`src/hdl/tmr_pkg.sv`:
```
// Shared constants, types and helpers for the dual down-count timer
package tmr_pkg;

  ////////////////////////////////////////////////////////////////////////////
  // Register indices on the access port (byte address is index times four)
  localparam logic [2:0]  TMR_IDX_MODE0   = 3'h0;
  localparam logic [2:0]  TMR_IDX_COUNT0  = 3'h1;
  localparam logic [2:0]  TMR_IDX_RELOAD0 = 3'h2;
  localparam logic [2:0]  TMR_IDX_MODE1   = 3'h3;
  localparam logic [2:0]  TMR_IDX_COUNT1  = 3'h4;
  localparam logic [2:0]  TMR_IDX_RELOAD1 = 3'h5;

  ////////////////////////////////////////////////////////////////////////////
  // Mode register field positions
  localparam int          TMR_BIT_TC      = 0;
  localparam int          TMR_BIT_EN      = 1;
  localparam int          TMR_BIT_RELOAD  = 2;
  localparam int          TMR_BIT_SUP     = 3;
  localparam int          TMR_BIT_CSEL_LO = 4;
  localparam int          TMR_BIT_CSEL_HI = 5;

  ////////////////////////////////////////////////////////////////////////////
  // Values after reset and count constants
  localparam logic [31:0] TMR_WORD_RST    = 32'h0000_0000;
  localparam logic [1:0]  TMR_CSEL_RST    = 2'h0;
  localparam logic [2:0]  TMR_DIV_RST     = 3'h0;
  localparam logic [31:0] TMR_COUNT_ONE   = 32'h0000_0001;
  localparam logic [31:0] TMR_COUNT_ZERO  = 32'h0000_0000;
  localparam int          TMR_NUM         = 2;

  ////////////////////////////////////////////////////////////////////////////
  // Types
  typedef enum logic [1:0] {
    TMR_REG_MODE,
    TMR_REG_COUNT,
    TMR_REG_RELOAD,
    TMR_REG_NONE
  } tmr_reg_t;

  typedef struct packed {
    logic        tc;
    logic        en;
    logic        rl;
    logic        sup;
    logic [1:0]  csel;
    logic [31:0] count;
    logic [31:0] reload;
  } tmr_chan_t;

  ////////////////////////////////////////////////////////////////////////////
  // Helpers
  function automatic logic [2:0] tmr_div_mask(input logic [1:0] csel);
    case (csel)
      2'h0:    tmr_div_mask = 3'h0;
      2'h1:    tmr_div_mask = 3'h1;
      2'h2:    tmr_div_mask = 3'h3;
      default: tmr_div_mask = 3'h7;
    endcase
  endfunction : tmr_div_mask

  function automatic logic [31:0] tmr_mode_word(input tmr_chan_t c);
    logic [31:0] w;
    w                                 = TMR_WORD_RST;
    w[TMR_BIT_TC]                     = c.tc;
    w[TMR_BIT_EN]                     = c.en;
    w[TMR_BIT_RELOAD]                 = c.rl;
    w[TMR_BIT_SUP]                    = c.sup;
    w[TMR_BIT_CSEL_HI:TMR_BIT_CSEL_LO] = c.csel;
    tmr_mode_word                     = w;
  endfunction : tmr_mode_word

endpackage : tmr_pkg

```
`src/hdl/tmr_acc_if.sv`:
```
// Decoded register access passed from the decoder to the timer core
`timescale 1ns/10ps
interface tmr_acc_if;
  import tmr_pkg::*;
  logic     hit;
  logic     sel_timer;
  tmr_reg_t sel_reg;
  logic     write_ok;
  logic     read_ok;
  logic     fault;

  modport dec  (output hit, sel_timer, sel_reg, write_ok, read_ok, fault);
  modport core (input  hit, sel_timer, sel_reg, write_ok, read_ok, fault);
endinterface : tmr_acc_if

```
`src/hdl/tmr_acc_dec.sv`:
```
// Access decoder with supervisor write protection
`timescale 1ns/10ps
module tmr_acc_dec
  import tmr_pkg::*;
(
  input  wire logic        acc_req,
  input  wire logic        acc_write,
  input  wire logic [2:0]  acc_index,
  input  wire logic        acc_user,
  input  wire logic [1:0]  sup_bits,
  tmr_acc_if.dec           bus
);

  logic     prot;
  tmr_reg_t kind;
  logic     tsel;

  always_comb begin
    kind = TMR_REG_NONE;
    tsel = 1'b0;
    case (acc_index)
      TMR_IDX_MODE0:   kind = TMR_REG_MODE;
      TMR_IDX_COUNT0:  kind = TMR_REG_COUNT;
      TMR_IDX_RELOAD0: kind = TMR_REG_RELOAD;
      TMR_IDX_MODE1: begin
        kind = TMR_REG_MODE;
        tsel = 1'b1;
      end
      TMR_IDX_COUNT1: begin
        kind = TMR_REG_COUNT;
        tsel = 1'b1;
      end
      TMR_IDX_RELOAD1: begin
        kind = TMR_REG_RELOAD;
        tsel = 1'b1;
      end
      default: kind = TMR_REG_NONE;
    endcase
    prot          = sup_bits[tsel] && acc_user;
    bus.hit       = acc_req && (kind != TMR_REG_NONE);
    bus.sel_timer = tsel;
    bus.sel_reg   = kind;
    bus.read_ok   = bus.hit && !acc_write;
    bus.write_ok  = bus.hit && acc_write && !prot;
    bus.fault     = bus.hit && acc_write && prot;
  end

endmodule : tmr_acc_dec

```
`src/hdl/tmr_dual_timer.sv`:
```
// Two independent 32-bit down-count timers with mode, count and reload registers
`timescale 1ns/10ps

////////////////////////////////////////////////////////////////////////////
module tmr_dual_timer
  import tmr_pkg::*;
(
  input  wire logic        core_clk,
  input  wire logic        rst_n,
  input  wire logic        sw_reset,
  input  wire logic        acc_req,
  input  wire logic        acc_write,
  input  wire logic [2:0]  acc_index,
  input  wire logic [31:0] acc_wdata,
  input  wire logic        acc_user,
  output logic             acc_done,
  output logic [31:0]      acc_rdata,
  output logic             acc_fault,
  output logic [1:0]       timer_irq
);

  ////////////////////////////////////////////////////////////////////////////
  // State
  typedef struct packed {
    tmr_chan_t [TMR_NUM-1:0] chan;
    logic                    done;
    logic                    fault;
    logic [31:0]             rdata;
    logic [TMR_NUM-1:0]      irq;
  } tmr_state_t;

  tmr_state_t         st_q;
  tmr_state_t         st_d;
  logic [TMR_NUM-1:0] tick;
  logic [TMR_NUM-1:0] sup_bits;

  tmr_acc_if acc ();

  ////////////////////////////////////////////////////////////////////////////
  // Access decode and tick generators
  always_comb begin
    for (int i = 0; i < TMR_NUM; i++) begin
      sup_bits[i] = st_q.chan[i].sup;
    end
  end

  tmr_acc_dec u_dec (
    .acc_req   (acc_req),
    .acc_write (acc_write),
    .acc_index (acc_index),
    .acc_user  (acc_user),
    .sup_bits  (sup_bits),
    .bus       (acc.dec)
  );

  tmr_tick_gen u_tick0 (
    .core_clk (core_clk),
    .rst_n    (rst_n),
    .clr      (sw_reset),
    .csel     (st_q.chan[0].csel),
    .tick     (tick[0])
  );

  tmr_tick_gen u_tick1 (
    .core_clk (core_clk),
    .rst_n    (rst_n),
    .clr      (sw_reset),
    .csel     (st_q.chan[1].csel),
    .tick     (tick[1])
  );

  ////////////////////////////////////////////////////////////////////////////
  // Next state
  always_comb begin
    tmr_chan_t c;
    logic      zero_evt;
    logic      sel;
    c        = st_q.chan[0];
    zero_evt = 1'b0;
    sel      = 1'b0;
    st_d       = st_q;
    st_d.done  = acc_req;
    st_d.fault = acc.fault;
    st_d.irq   = '0;
    if (acc_req) begin
      st_d.rdata = TMR_WORD_RST;
    end
    for (int i = 0; i < TMR_NUM; i++) begin
      c        = st_q.chan[i];
      zero_evt = 1'b0;
      sel      = acc.hit && (acc.sel_timer == 1'(i));

      // Counting, only on a selected tick while enabled
      if (c.en && tick[i]) begin
        if (c.count == TMR_COUNT_ZERO) begin
          if (c.rl) begin
            c.count = c.reload;
          end else begin
            c.en = 1'b0;
          end
        end else begin
          c.count = 32'(c.count - TMR_COUNT_ONE);
          if (c.count == TMR_COUNT_ZERO) begin
            zero_evt = 1'b1;
            if (!c.rl) begin
              c.en = 1'b0;
            end
          end
        end
      end

      // Register reads
      if (sel && acc.read_ok) begin
        case (acc.sel_reg)
          TMR_REG_MODE:   st_d.rdata = tmr_mode_word(st_q.chan[i]);
          TMR_REG_COUNT:  st_d.rdata = st_q.chan[i].count;
          TMR_REG_RELOAD: st_d.rdata = st_q.chan[i].reload;
          default:        st_d.rdata = TMR_WORD_RST;
        endcase
      end

      // Any accepted access to the mode register clears the flag
      if (sel && (acc.read_ok || acc.write_ok) && (acc.sel_reg == TMR_REG_MODE)) begin
        c.tc = 1'b0;
      end

      // Register writes, dropped when refused
      if (sel && acc.write_ok) begin
        case (acc.sel_reg)
          TMR_REG_MODE: begin
            c.en   = acc_wdata[TMR_BIT_EN];
            c.rl   = acc_wdata[TMR_BIT_RELOAD];
            c.sup  = acc_wdata[TMR_BIT_SUP];
            c.csel = acc_wdata[TMR_BIT_CSEL_HI:TMR_BIT_CSEL_LO];
          end
          TMR_REG_COUNT:  c.count  = acc_wdata;
          TMR_REG_RELOAD: c.reload = acc_wdata;
          default:        c.count  = c.count;
        endcase
      end

      // Hardware set wins over an access clear in the same cycle; soft reset wins over both
      if (zero_evt && !st_q.chan[i].rl) begin
        c.tc = 1'b1;
      end
      st_d.irq[i] = zero_evt;

      if (sw_reset) begin
        c.tc   = 1'b0;
        c.en   = 1'b0;
        c.rl   = 1'b0;
        c.sup  = 1'b0;
        c.csel = TMR_CSEL_RST;
      end
      st_d.chan[i] = c;
    end
  end

  ////////////////////////////////////////////////////////////////////////////
  // Registers
  always_ff @(posedge core_clk) begin
    if (!rst_n) begin
      for (int i = 0; i < TMR_NUM; i++) begin
        st_q.chan[i].tc     <= 1'b0;
        st_q.chan[i].en     <= 1'b0;
        st_q.chan[i].rl     <= 1'b0;
        st_q.chan[i].sup    <= 1'b0;
        st_q.chan[i].csel   <= TMR_CSEL_RST;
        st_q.chan[i].count  <= TMR_WORD_RST;
        st_q.chan[i].reload <= TMR_WORD_RST;
      end
      st_q.done  <= 1'b0;
      st_q.fault <= 1'b0;
      st_q.rdata <= TMR_WORD_RST;
      st_q.irq   <= '0;
    end else begin
      st_q <= st_d;
    end
  end

  ////////////////////////////////////////////////////////////////////////////
  // Outputs
  assign acc_done  = st_q.done;
  assign acc_rdata = st_q.rdata;
  assign acc_fault = st_q.fault;
  assign timer_irq = st_q.irq;

endmodule : tmr_dual_timer

```
`src/hdl/tmr_tick_gen.sv`:
```
// Divided tick enable derived from the bus clock
`timescale 1ns/10ps
module tmr_tick_gen
  import tmr_pkg::*;
(
  input  wire logic        core_clk,
  input  wire logic        rst_n,
  input  wire logic        clr,
  input  wire logic [1:0]  csel,
  output logic             tick
);

  typedef struct packed {
    logic [2:0] cnt;
  } tmr_tick_state_t;

  tmr_tick_state_t st_q;
  tmr_tick_state_t st_d;

  always_comb begin
    st_d     = st_q;
    st_d.cnt = clr ? TMR_DIV_RST : 3'(st_q.cnt + 3'h1);
  end

  // Tick every 1, 2, 4 or 8 bus clocks
  assign tick = ((st_q.cnt & tmr_div_mask(csel)) == tmr_div_mask(csel));

  always_ff @(posedge core_clk) begin
    if (!rst_n) begin
      st_q.cnt <= TMR_DIV_RST;
    end else begin
      st_q <= st_d;
    end
  end

endmodule : tmr_tick_gen

```
`config.mk`:
```
export PLATFORM = sky130hd
export DESIGN_NAME = tmr_dual_timer
export DESIGN_NICKNAME = d
export VERILOG_FILES = /design/src/hdl/tmr_pkg.sv /design/src/hdl/tmr_acc_if.sv /design/src/hdl/tmr_acc_dec.sv /design/src/hdl/tmr_dual_timer.sv /design/src/hdl/tmr_tick_gen.sv
export SDC_FILE = /design/constraint.sdc
export NUM_CORES = 1
export LEC_CHECK = 0
export BUFFER_PORTS_ARGS = -buffer_cell sky130_fd_sc_hd__buf_2
export CAP_MARGIN = 10
export CORE_UTILIZATION = 30
export CTS_CLUSTER_DIAMETER = 100
export DETAILED_ROUTE_END_ITERATION = 6
export GPL_TIMING_DRIVEN = 0
export PLACE_DENSITY = 0.48
export SETUP_SLACK_MARGIN = 0.5
export SLEW_MARGIN = 20
export SYNTH_ARGS = -nofsm -noshare
export SYNTH_HDL_FRONTEND = slang
export SYNTH_HIERARCHICAL = 1
export SYNTH_SLANG_ARGS = --single-unit
```
`constraint.sdc`:
```
create_clock -name core_clk -period 8.5 [get_ports core_clk]
set_input_delay 0 -clock core_clk [delete_from_list [all_inputs] [get_ports core_clk]]
set_output_delay 0 -clock core_clk [all_outputs]
set_load 0.01 [all_outputs]
```
## After elaboration in Yosys (flattened, before gate mapping)

Index checks and enable logic that the tools add are counted.

- Add/sub/neg operators: 4
- Multiply operators: 0
- Divide/modulo/power cells: 0
- $lt $le $gt $ge: 1
- Equal/unequal tests: 14
- Shift-type cells: 0
- Multiplexer cells: 43
- Bitwise logic cells: 4
- Reduce and logical (&&, ||, !) cells: 45

Operators with widths:

| cell | count |
|---|---|
| $mux 32 | 13 |
| $pmux 32 s3 | 2 |
| $mux 69 | 2 |
| $logic_not 32->1 | 4 |
| $sub 32x1->32 const B | 2 |
| $mux 1 | 21 |
| $logic_and 1x1->1 | 20 |
| $pmux 3 s3 | 2 |
| $mux 5 | 2 |
| $reduce_and 2->1 | 4 |
| $reduce_or 2->1 | 4 |
| $add 3x1->3 const B | 2 |
| $and 3x3->3 | 2 |
| $eq 2x1->1 const B | 3 |
| $eq 2x2->1 const B | 3 |
| $eq 3x2->1 const B | 2 |
| $eq 3x3->1 | 2 |
| $eq 3x3->1 const B | 2 |
| $logic_not 2->1 | 3 |
| $pmux 2 s3 | 1 |
| $logic_not 1->1 | 4 |
| $reduce_bool 2->1 | 2 |
| $eq 3x1->1 const B | 1 |
| $logic_not 3->1 | 1 |
| other kinds (6) | 7 |

- Bits in registers: 182
- Latch bits: 0
- Memory bits (writable): 0
- Bits in read-only memories: 0
- Word-level logic and storage cells: 131
- Memories kept: 0

## Depth between registers and ports, before layout

Gate-level depths: netlist of the first run.

- Word-level depth: 13
- Mapped depth: 12

## Modules after synthesis

The synthesis of the first run kept the hierarchy.

Modules (own cells, without submodules):

| module | instances | cells an instance | area an instance (um^2) | seq. area each (um^2) |
|---|---|---|---|---|
| tmr_dual_timer | 1 | 1469 | 10530.1 | 3523.4 |
| tmr_tick_gen | 2 | 14 | 122.6 | 60.1 |
| tmr_acc_dec | 1 | 15 | 126.4 | 0.0 |

## Worst setup path before layout of the first run

Ideal clock, no wire load.

- Kind: reg2reg
- Start point: reg st_q[68] (netlist bit)
- End point: reg st_q[105] (netlist bit)
- Library setup time: 0.073 ns
- Arrival time: 2.883 ns
- Slack: 5.543 ns
- Stages on the path, launching flop included: 11
- Path buffers: 1
- Cell sequence: dfxtp_1 clkbuf_1 inv_1 ha_1 nor3b_2 nand3_1 nor4_1 xor2_1 or4_1 or4b_1 o22ai_2

- Cells in the longest elaborated chain, start to end: 7
- Elaborated cells between the ends (all ways): 9
- Classes of those cells: 1 x add/sub; 4 x mux; 4 x reduce/logical

RTL lines:

| item | line | source |
|---|---|---|
| from (decl) | tmr_dual_timer.sv:32 | `tmr_state_t st_q;` |
| from (signal assigned) | tmr_dual_timer.sv:177 | `st_q <= st_d;` |
| $sub 32x1->32 | tmr_dual_timer.sv:102 | `c.count = 32'(c.count - TMR_COUNT_ONE);` |
| $logic_not 32->1 | tmr_dual_timer.sv:103 | `if (c.count == TMR_COUNT_ZERO) begin` |
| $mux 1 | tmr_dual_timer.sv:103 |  |
| $mux 1 * | tmr_dual_timer.sv:95 | `if (c.count == TMR_COUNT_ZERO) begin` |
| $mux 1 * | tmr_dual_timer.sv:94 | `if (c.en && tick[i]) begin` |
| $logic_and 1x1->1 * | tmr_dual_timer.sv:143 | `if (zero_evt && !st_q.chan[i].rl) begin` |
| $mux 1 or $reduce_bool 2->1 (tied branches) | n/a |  |

Mark *: on every way between the ends. The rest lies on a longest branch, timed or not.
A chain may end at the register's enable or synchronous reset.

## Worst setup path after layout of the first run

Ends and elaborated chain as after synthesis.

==> results_dict.tcl, run 1 <==
set metrics [dict create \
    route.detailed.drc 0 \
    firstDrtPassIters 5 \
    gp_congestion 1.000 \
    clkTransAtPathRegs_ns 0.08 \
    clockBufferDepth 2 \
    port_buffers 76 \
    critPathKind "reg -> reg" \
    avgSynthCellArea_um2 7.210 \
    hp-class "in -> reg" \
    synth_edf_count 0 \
    hold_viol 0 \
    synth.distinct_cells 84 \
    final_cell_mix "nand2_1, a21oi_1, dfxtp_1, nor2_1, clkbuf_1" \
    ctsResizeCount 0 \
    layout-drive-gt1-share 0.1183 \
    chipWidth_um 192.6 \
    period_needed_ns 3.973 \
    start_util 0.3058 \
    cts_max_level 4 \
    final.period_utilization 0.4674 \
    grt_overflow 0 \
    cts_buffers 17 \
    die_h_um 192.6 \
    ant_nets 0 \
    dp_hpwl_um 37150 \
    die-area_mm2 0.03710 \
    nets 1693 \
    skew_ns 0.01404 \
    vdd_drop_max_v 0.0001631 \
    grt_pass1_vias 11040 \
    maxSlewHeadroom 0.2461 \
    setup_viol 0 \
    mostFrequentLayoutCell "nand2_1" \
    place_area_mm2 0.01186 \
    path_max_fanout 10 \
    syn_nets 1561 \
    drv_cap 0 \
    critical-path-top-delay-family "simple AND/OR/NAND/NOR gates" \
    antenna_found_initial 0 \
    viasPerCell 5.715 \
    rows 69 \
    final_cell_area_mm2 0.01281 \
    crit_path_start_kind "flop" \
    synth_warnings 6 \
    rrSetupSlack_ns 4.53 \
    pin_count 77 \
    status "completed" \
    ys_async_sr_fraction 0 \
    worst_pin_slew_ns 1.121 \
    grt_start_max_net_pins 17 \
    drtIter0Drc 1297 \
    endpoint_kind "flop" \
    synthTopCellsByArea "dfxtp_1, a21oi_1, nand2_1, nor2_1, a22oi_1" \
    arrival_ns 4.37 \
    grt_pass1_wl_um 72000 \
    root_buffer "clkbuf_16" \
    synth_area_mm2 0.01090 \
    wl_um 49360 \
    ys_seq_elements 182 \
    synth-main-ff-cell "dfxtp_1" \
    timing.fmax_mhz 251.7 \
    worstSkewPairLatency_ns 0.47 \
    synth_cells 1512 \
    post_cts_buffers 0 \
    areaGrowthSynthToFinish_pct 17.51 \
    critPathBufInv 2 \
    cts_tree "built" \
    p_leak_nw 4.735 \
    yosysSeqAreaShare 0.3342 \
    power_density_mw_per_mm2 152.9 \
    n_antenna_cell 0 \
    max_stage_delay_ns 0.71 \
    fin_tns_setup_ns 0 \
    core-area_mm2 0.03566 \
    grt_util_all_layers 0.2667 \
    required_ns 8.90 \
    crit_slowest_cell "nor3b_2" \
    rsz0062_at_grt "no" \
    power_mw 1.959 \
    cts_sinks 182 \
    num_vias 12100 \
    synth_top_area_share 0.3342 \
    drv_slew 0 \
    wire_per_inst_um 23.30 \
    path_cells "clkbuf_1, inv_1, ha_1, nor3b_2, nand3_1, nor4_1, xor2_1, or4_1, or4b_1, o22ai_2" \
    synth_top_cell_by_area "dfxtp_1" \
]
==> cells by family after synthesis <==
kind of cell,Yosys count,share of synthesized area
xor gates and xnor gates,33,0.02651
and+or+nand+nor,601,0.2618
AOI/OAI and AO/OA,479,0.2654
muxes,23,0.02181
adders and majority gates,8,0.009182
DFF,182,0.3342
buffers and inverters,186,0.08114
==> worst paths after layout <==
kind                                   start                          to  cells after the start
setup reg to reg         st_q[68]$_SDFF_PN0_      st_q[105]$_SDFFE_PP0P_                     10
setup / recovery         st_q[68]$_SDFF_PN0_      st_q[105]$_SDFFE_PP0P_                     10
hold / removal                  acc_index[1]        acc_fault$_SDFF_PN0_                      4
hold reg to reg   u_tick1/st_q[0]$_SDFF_PP0_  u_tick1/st_q[0]$_SDFF_PP0_                      1
==> stage by stage <==
| step | cells | util | hold slack (ns) | setup WS [ns] |
|---|---|---|---|---|
| 2_1_floorplan | 1512 | - | 0.1086 | 5.543 |
| 3_3_place_gp | 2049 | 0.3326 | 0.2472 | 4.648 |
| 3_5_place_dp | 2049 | 0.3326 | 0.2526 | 4.620 |
| 6_report | 2118 | 0.3593 | 0.04884 | 4.527 |
| 5_1_grt | 2118 | 0.3593 | 0.08013 | 4.339 |
| 4_1_cts | 2118 | 0.3593 | 0.04100 | 4.613 |
==> flip-flops by register name, summed over array words and instances, names as in the netlist <==
signal and cells:
acc_rdata 32, u_tick1/st_q 3, acc_fault 1, timer_irq 2, u_tick0/st_q 3, acc_done 1, st_q 140
==> Yosys cell counts (20+ instances only) <==
| cell type | n |
|---|---|
| dfxtp_1 | 182 |
| xnor2_1 | 24 |
| a22oi_1 | 56 |
| nor4_1 | 22 |
| clkbuf_1 | 102 |
| nor2_1 | 174 |
| a21oi_1 | 202 |
| o21ai_0 | 81 |
| nor3_1 | 35 |
| inv_1 | 22 |
| nand2_1 | 217 |
| o22ai_1 | 51 |
| buf_4 | 35 |
| nand3_1 | 33 |
| mux2i_1 | 20 |
| nand4_1 | 24 |
==> area by class of cell <==
cell class / count / area, um^2
Timing Repair Buffer: 113 / 750.7
Clock inverter: 11 / 111.4
Fill cell: 3936 / 22840
Tap cell: 461 / 576.8
Buffer: 163 / 798.3
Sequential cell: 182 / 3643
Multi-Input combinational cell: 1144 / 6374
Inverter: 23 / 86.33
Clock buffer: 21 / 470.5
==> report_power, final <==
part           total, mW  internal, mW  leakage [nW]  switching [mW]
logic              0.269        0.0757          2.99           0.194
clock network      0.828         0.433         0.281           0.395
registers          0.862         0.857          1.47         0.00511
total               1.96          1.37          4.74           0.594
==> worst reg2reg max path: stages, from the launching register on <==
cell,delay (ns)
dfxtp_1,0.35
clkbuf_1,0.26
inv_1,0.15
ha_1,0.24
nor3b_2,0.71
nand3_1,0.26
nor4_1,0.57
xor2_1,0.13
or4_1,0.63
or4b_1,0.52
o22ai_2,0.09
==> routing by layer <==
layer,share of wire,track usage,routed length [um]
met5,0,0,0
met4,0.030,0.09479,1457
met3,0.063,0.04164,3096
met2,0.46,0.4279,22910
met1,0.44,0.3594,21900
==> timing repair <==
action                     CTS  global route
setup endpoints to repair    0             0
hold endpoints to repair   142             0
hold buffers                37             0
No activity file was read; power rests on OpenSTA's default activity.
==> run 2, diff against run 1 <==
--- a/config.mk
+++ b/config.mk
@@ -11,7 +11,7 @@
 export CTS_CLUSTER_DIAMETER = 100
 export DETAILED_ROUTE_END_ITERATION = 6
 export GPL_TIMING_DRIVEN = 0
-export PLACE_DENSITY = 0.48
+export PLACE_DENSITY = 0.5
 export SETUP_SLACK_MARGIN = 0.5
 export SLEW_MARGIN = 20
 export SYNTH_ARGS = -nofsm -noshare
==> constraint.sdc (replaced) <==
create_clock -name core_clk -period 3.4 [get_ports core_clk]
set_input_delay 0 -clock core_clk [delete_from_list [all_inputs] [get_ports core_clk]]
set_output_delay 0 -clock core_clk [all_outputs]
set_load 0.01 [all_outputs]
==> run 2 against run 1 <==
- the flow now finishes with violations (design-rule violations)
- clock power grew to 2.5 times the previous value
- combinational power grew to 2.8 times the previous value
- die area stayed put
- power grew to 2.5 times the previous value
- design area is 5.4% higher
- sequential power is 150% higher
- fmax is 40% higher
- utilization is 1.9 points higher
- first-iteration DRC count is 1.0% higher
- sequential cell count stayed put
- critical endpoint unchanged
- highest routed layer unchanged
==> results_dict.tcl, run 2 (synthesis gave the netlist of run 1 again) <==
set metrics [dict create \
    violations "design-rule violations" \
    crit_path_start_kind "flop" \
    endpoint_kind "flop" \
    final_cell_area_mm2 0.01350 \
    cts_tree "built" \
    status "finished, violations left" \
    dp_hpwl_um 37750 \
    num_vias 12510 \
    grt_pass1_vias 11390 \
    firstDrtPassIters 7 \
    largest_register "st_q" \
    rows 69 \
    p_leak_nw 5.113 \
    ant_nets 0 \
    critPathKind "reg -> reg" \
    grt_overflow 0 \
    path_max_fanout 8 \
    holdPathStages 4 \
    period_needed_ns 2.830 \
    clockBufferDepth 2 \
    wl_um 50760 \
    root_buffer "clkbuf_16" \
    arrival_ns 3.22 \
    wire_per_inst_um 23.63 \
    antenna_found_initial 0 \
    maxSlewHeadroom 0.3223 \
    rrSetupSlack_ns 0.57 \
    start_util 0.3058 \
    power_mw 4.977 \
    utilization 0.3785 \
    r2r-start "st_q[69]$_SDFF_PN0_" \
    pin_count 77 \
    hp-class "in -> reg" \
    fin_tns_setup_ns 0 \
    worst_pin_slew_ns 1.013 \
    rr_endpoint "st_q[105]$_SDFFE_PP0P_" \
    hold_viol 0 \
    drv_slew 0 \
    route.detailed.drc 2 \
    core-area_mm2 0.03566 \
    r2r_cells 10 \
    cts_max_level 4 \
    grt_start_max_net_pins 17 \
    viasPerCell 5.826 \
    rsz0062_at_grt "yes" \
    grt_util_all_layers 0.2758 \
    final_cell_mix "nand2_1, a21oi_1, dfxtp_1, nor2_1, buf_2" \
    setup_viol 0 \
    largest_reg_flops 140 \
    port_buffers 76 \
    layout-drive-gt1-share 0.1749 \
    drv_cap 0 \
    cts_sinks 182 \
    chipWidth_um 192.6 \
    die_h_um 192.6 \
    die-area_mm2 0.03710 \
    whs_endpoint "acc_fault$_SDFF_PN0_" \
    setup_ws_ns 0.5700 \
    power_density_mw_per_mm2 368.8 \
    final_cell_count_no_fill 2148 \
    skew_ns 0.01570 \
    hold_ws_ns 0.06924 \
    worstSkewPairLatency_ns 0.46 \
    vdd_drop_max_v 0.0003578 \
    cts_buffers 17 \
    dp_cells 2049 \
    areaGrowthSynthToFinish_pct 23.80 \
    gp_congestion 0.9664 \
    grt_pass1_wl_um 74390 \
    min_from "acc_index[1]" \
    timing.fmax_mhz 353.4 \
    drtIter0Drc 1310 \
    nets 1723 \
    n_antenna_cell 0 \
    final.period_utilization 0.8324 \
    place_area_mm2 0.01189 \
    required_ns 3.79 \
    clkTransAtPathRegs_ns 0.07 \
    mostFrequentLayoutCell "nand2_1" \
    place_ws_ns -0.3746 \
]
==> run 2: cell types whose count changed in the layout (fill, tap and decap cells not counted), moves of 6 or more <==
cell,previous run,this run
nor2_1,174,166
clkbuf_1,103,84
nor4_1,22,11
nor4_4,1,9
buf_4,35,68
clkbuf_2,0,12
nor2_2,1,7
==> run 2: repair_timing <==
| item | in CTS | in global routing |
|---|---|---|
| gates resized for setup | 50 | 80 |
| endpoints found under the setup margin | 66 | 91 |
| hold endpoints to repair | 143 | 0 |
| pin swaps | 14 | 15 |
| setup buffers | 25 | 5 |
| hold buffers | 37 | 0 |
==> run 2: area by class of cell <==
class                      instances  area [um^2]
fill                            3775        22160
multi-input combinational       1144         6716
sequential                       182         3650
timing repair buffer             143        983.4
buffer                           163        890.9
tap                              461        576.8
clock buffer                      20        446.7
clock inverter                    12        141.4
inverter                          23        91.34
==> run 2: critical path, cell delays in order, from the launching register on <==
cell,delay [ns]
dfxtp_1,0.30
buf_4,0.17
inv_4,0.08
ha_4,0.15
nor3b_4,0.33
nand3_2,0.21
nor4_4,0.25
xor2_1,0.12
or4_4,0.57
or4b_4,0.50
o22ai_2,0.09
==> run 2: how the worst max path moves through the flow <==
stage                          from                endpoint  cells past startpoint
2_1_floorplan   st_q[68]$_SDFF_PN0_  st_q[105]$_SDFFE_PP0P_                     10
3_3_place_gp   st_q[138]$_SDFF_PN0_    st_q[174]$_SDFF_PP0_                     10
3_5_place_dp   st_q[138]$_SDFF_PN0_    st_q[174]$_SDFF_PP0_                     10
4_1_cts         st_q[69]$_SDFF_PN0_  st_q[105]$_SDFFE_PP0P_                     10
5_1_grt        st_q[151]$_SDFF_PN0_    st_q[174]$_SDFF_PP0_                      9
6_report        st_q[69]$_SDFF_PN0_  st_q[105]$_SDFFE_PP0P_                     10
==> run 2: metal layers <==
metal  wire [um]  vias up  GRT usage
met2       23090      589     0.4342
met3        3817      119    0.04619
met1       21760     6092     0.3669
li1            -     5714          -
met4        2088        0     0.1236
met5           0        -          0
==> run 2: report_power, final <==
part	switching [mW]	internal (mW)	total (mW)	leakage [nW]
combinational	0.510	0.233	0.743	3.36
sequential	0.0133	2.14	2.15	1.47
clock	0.964	1.11	2.08	0.282
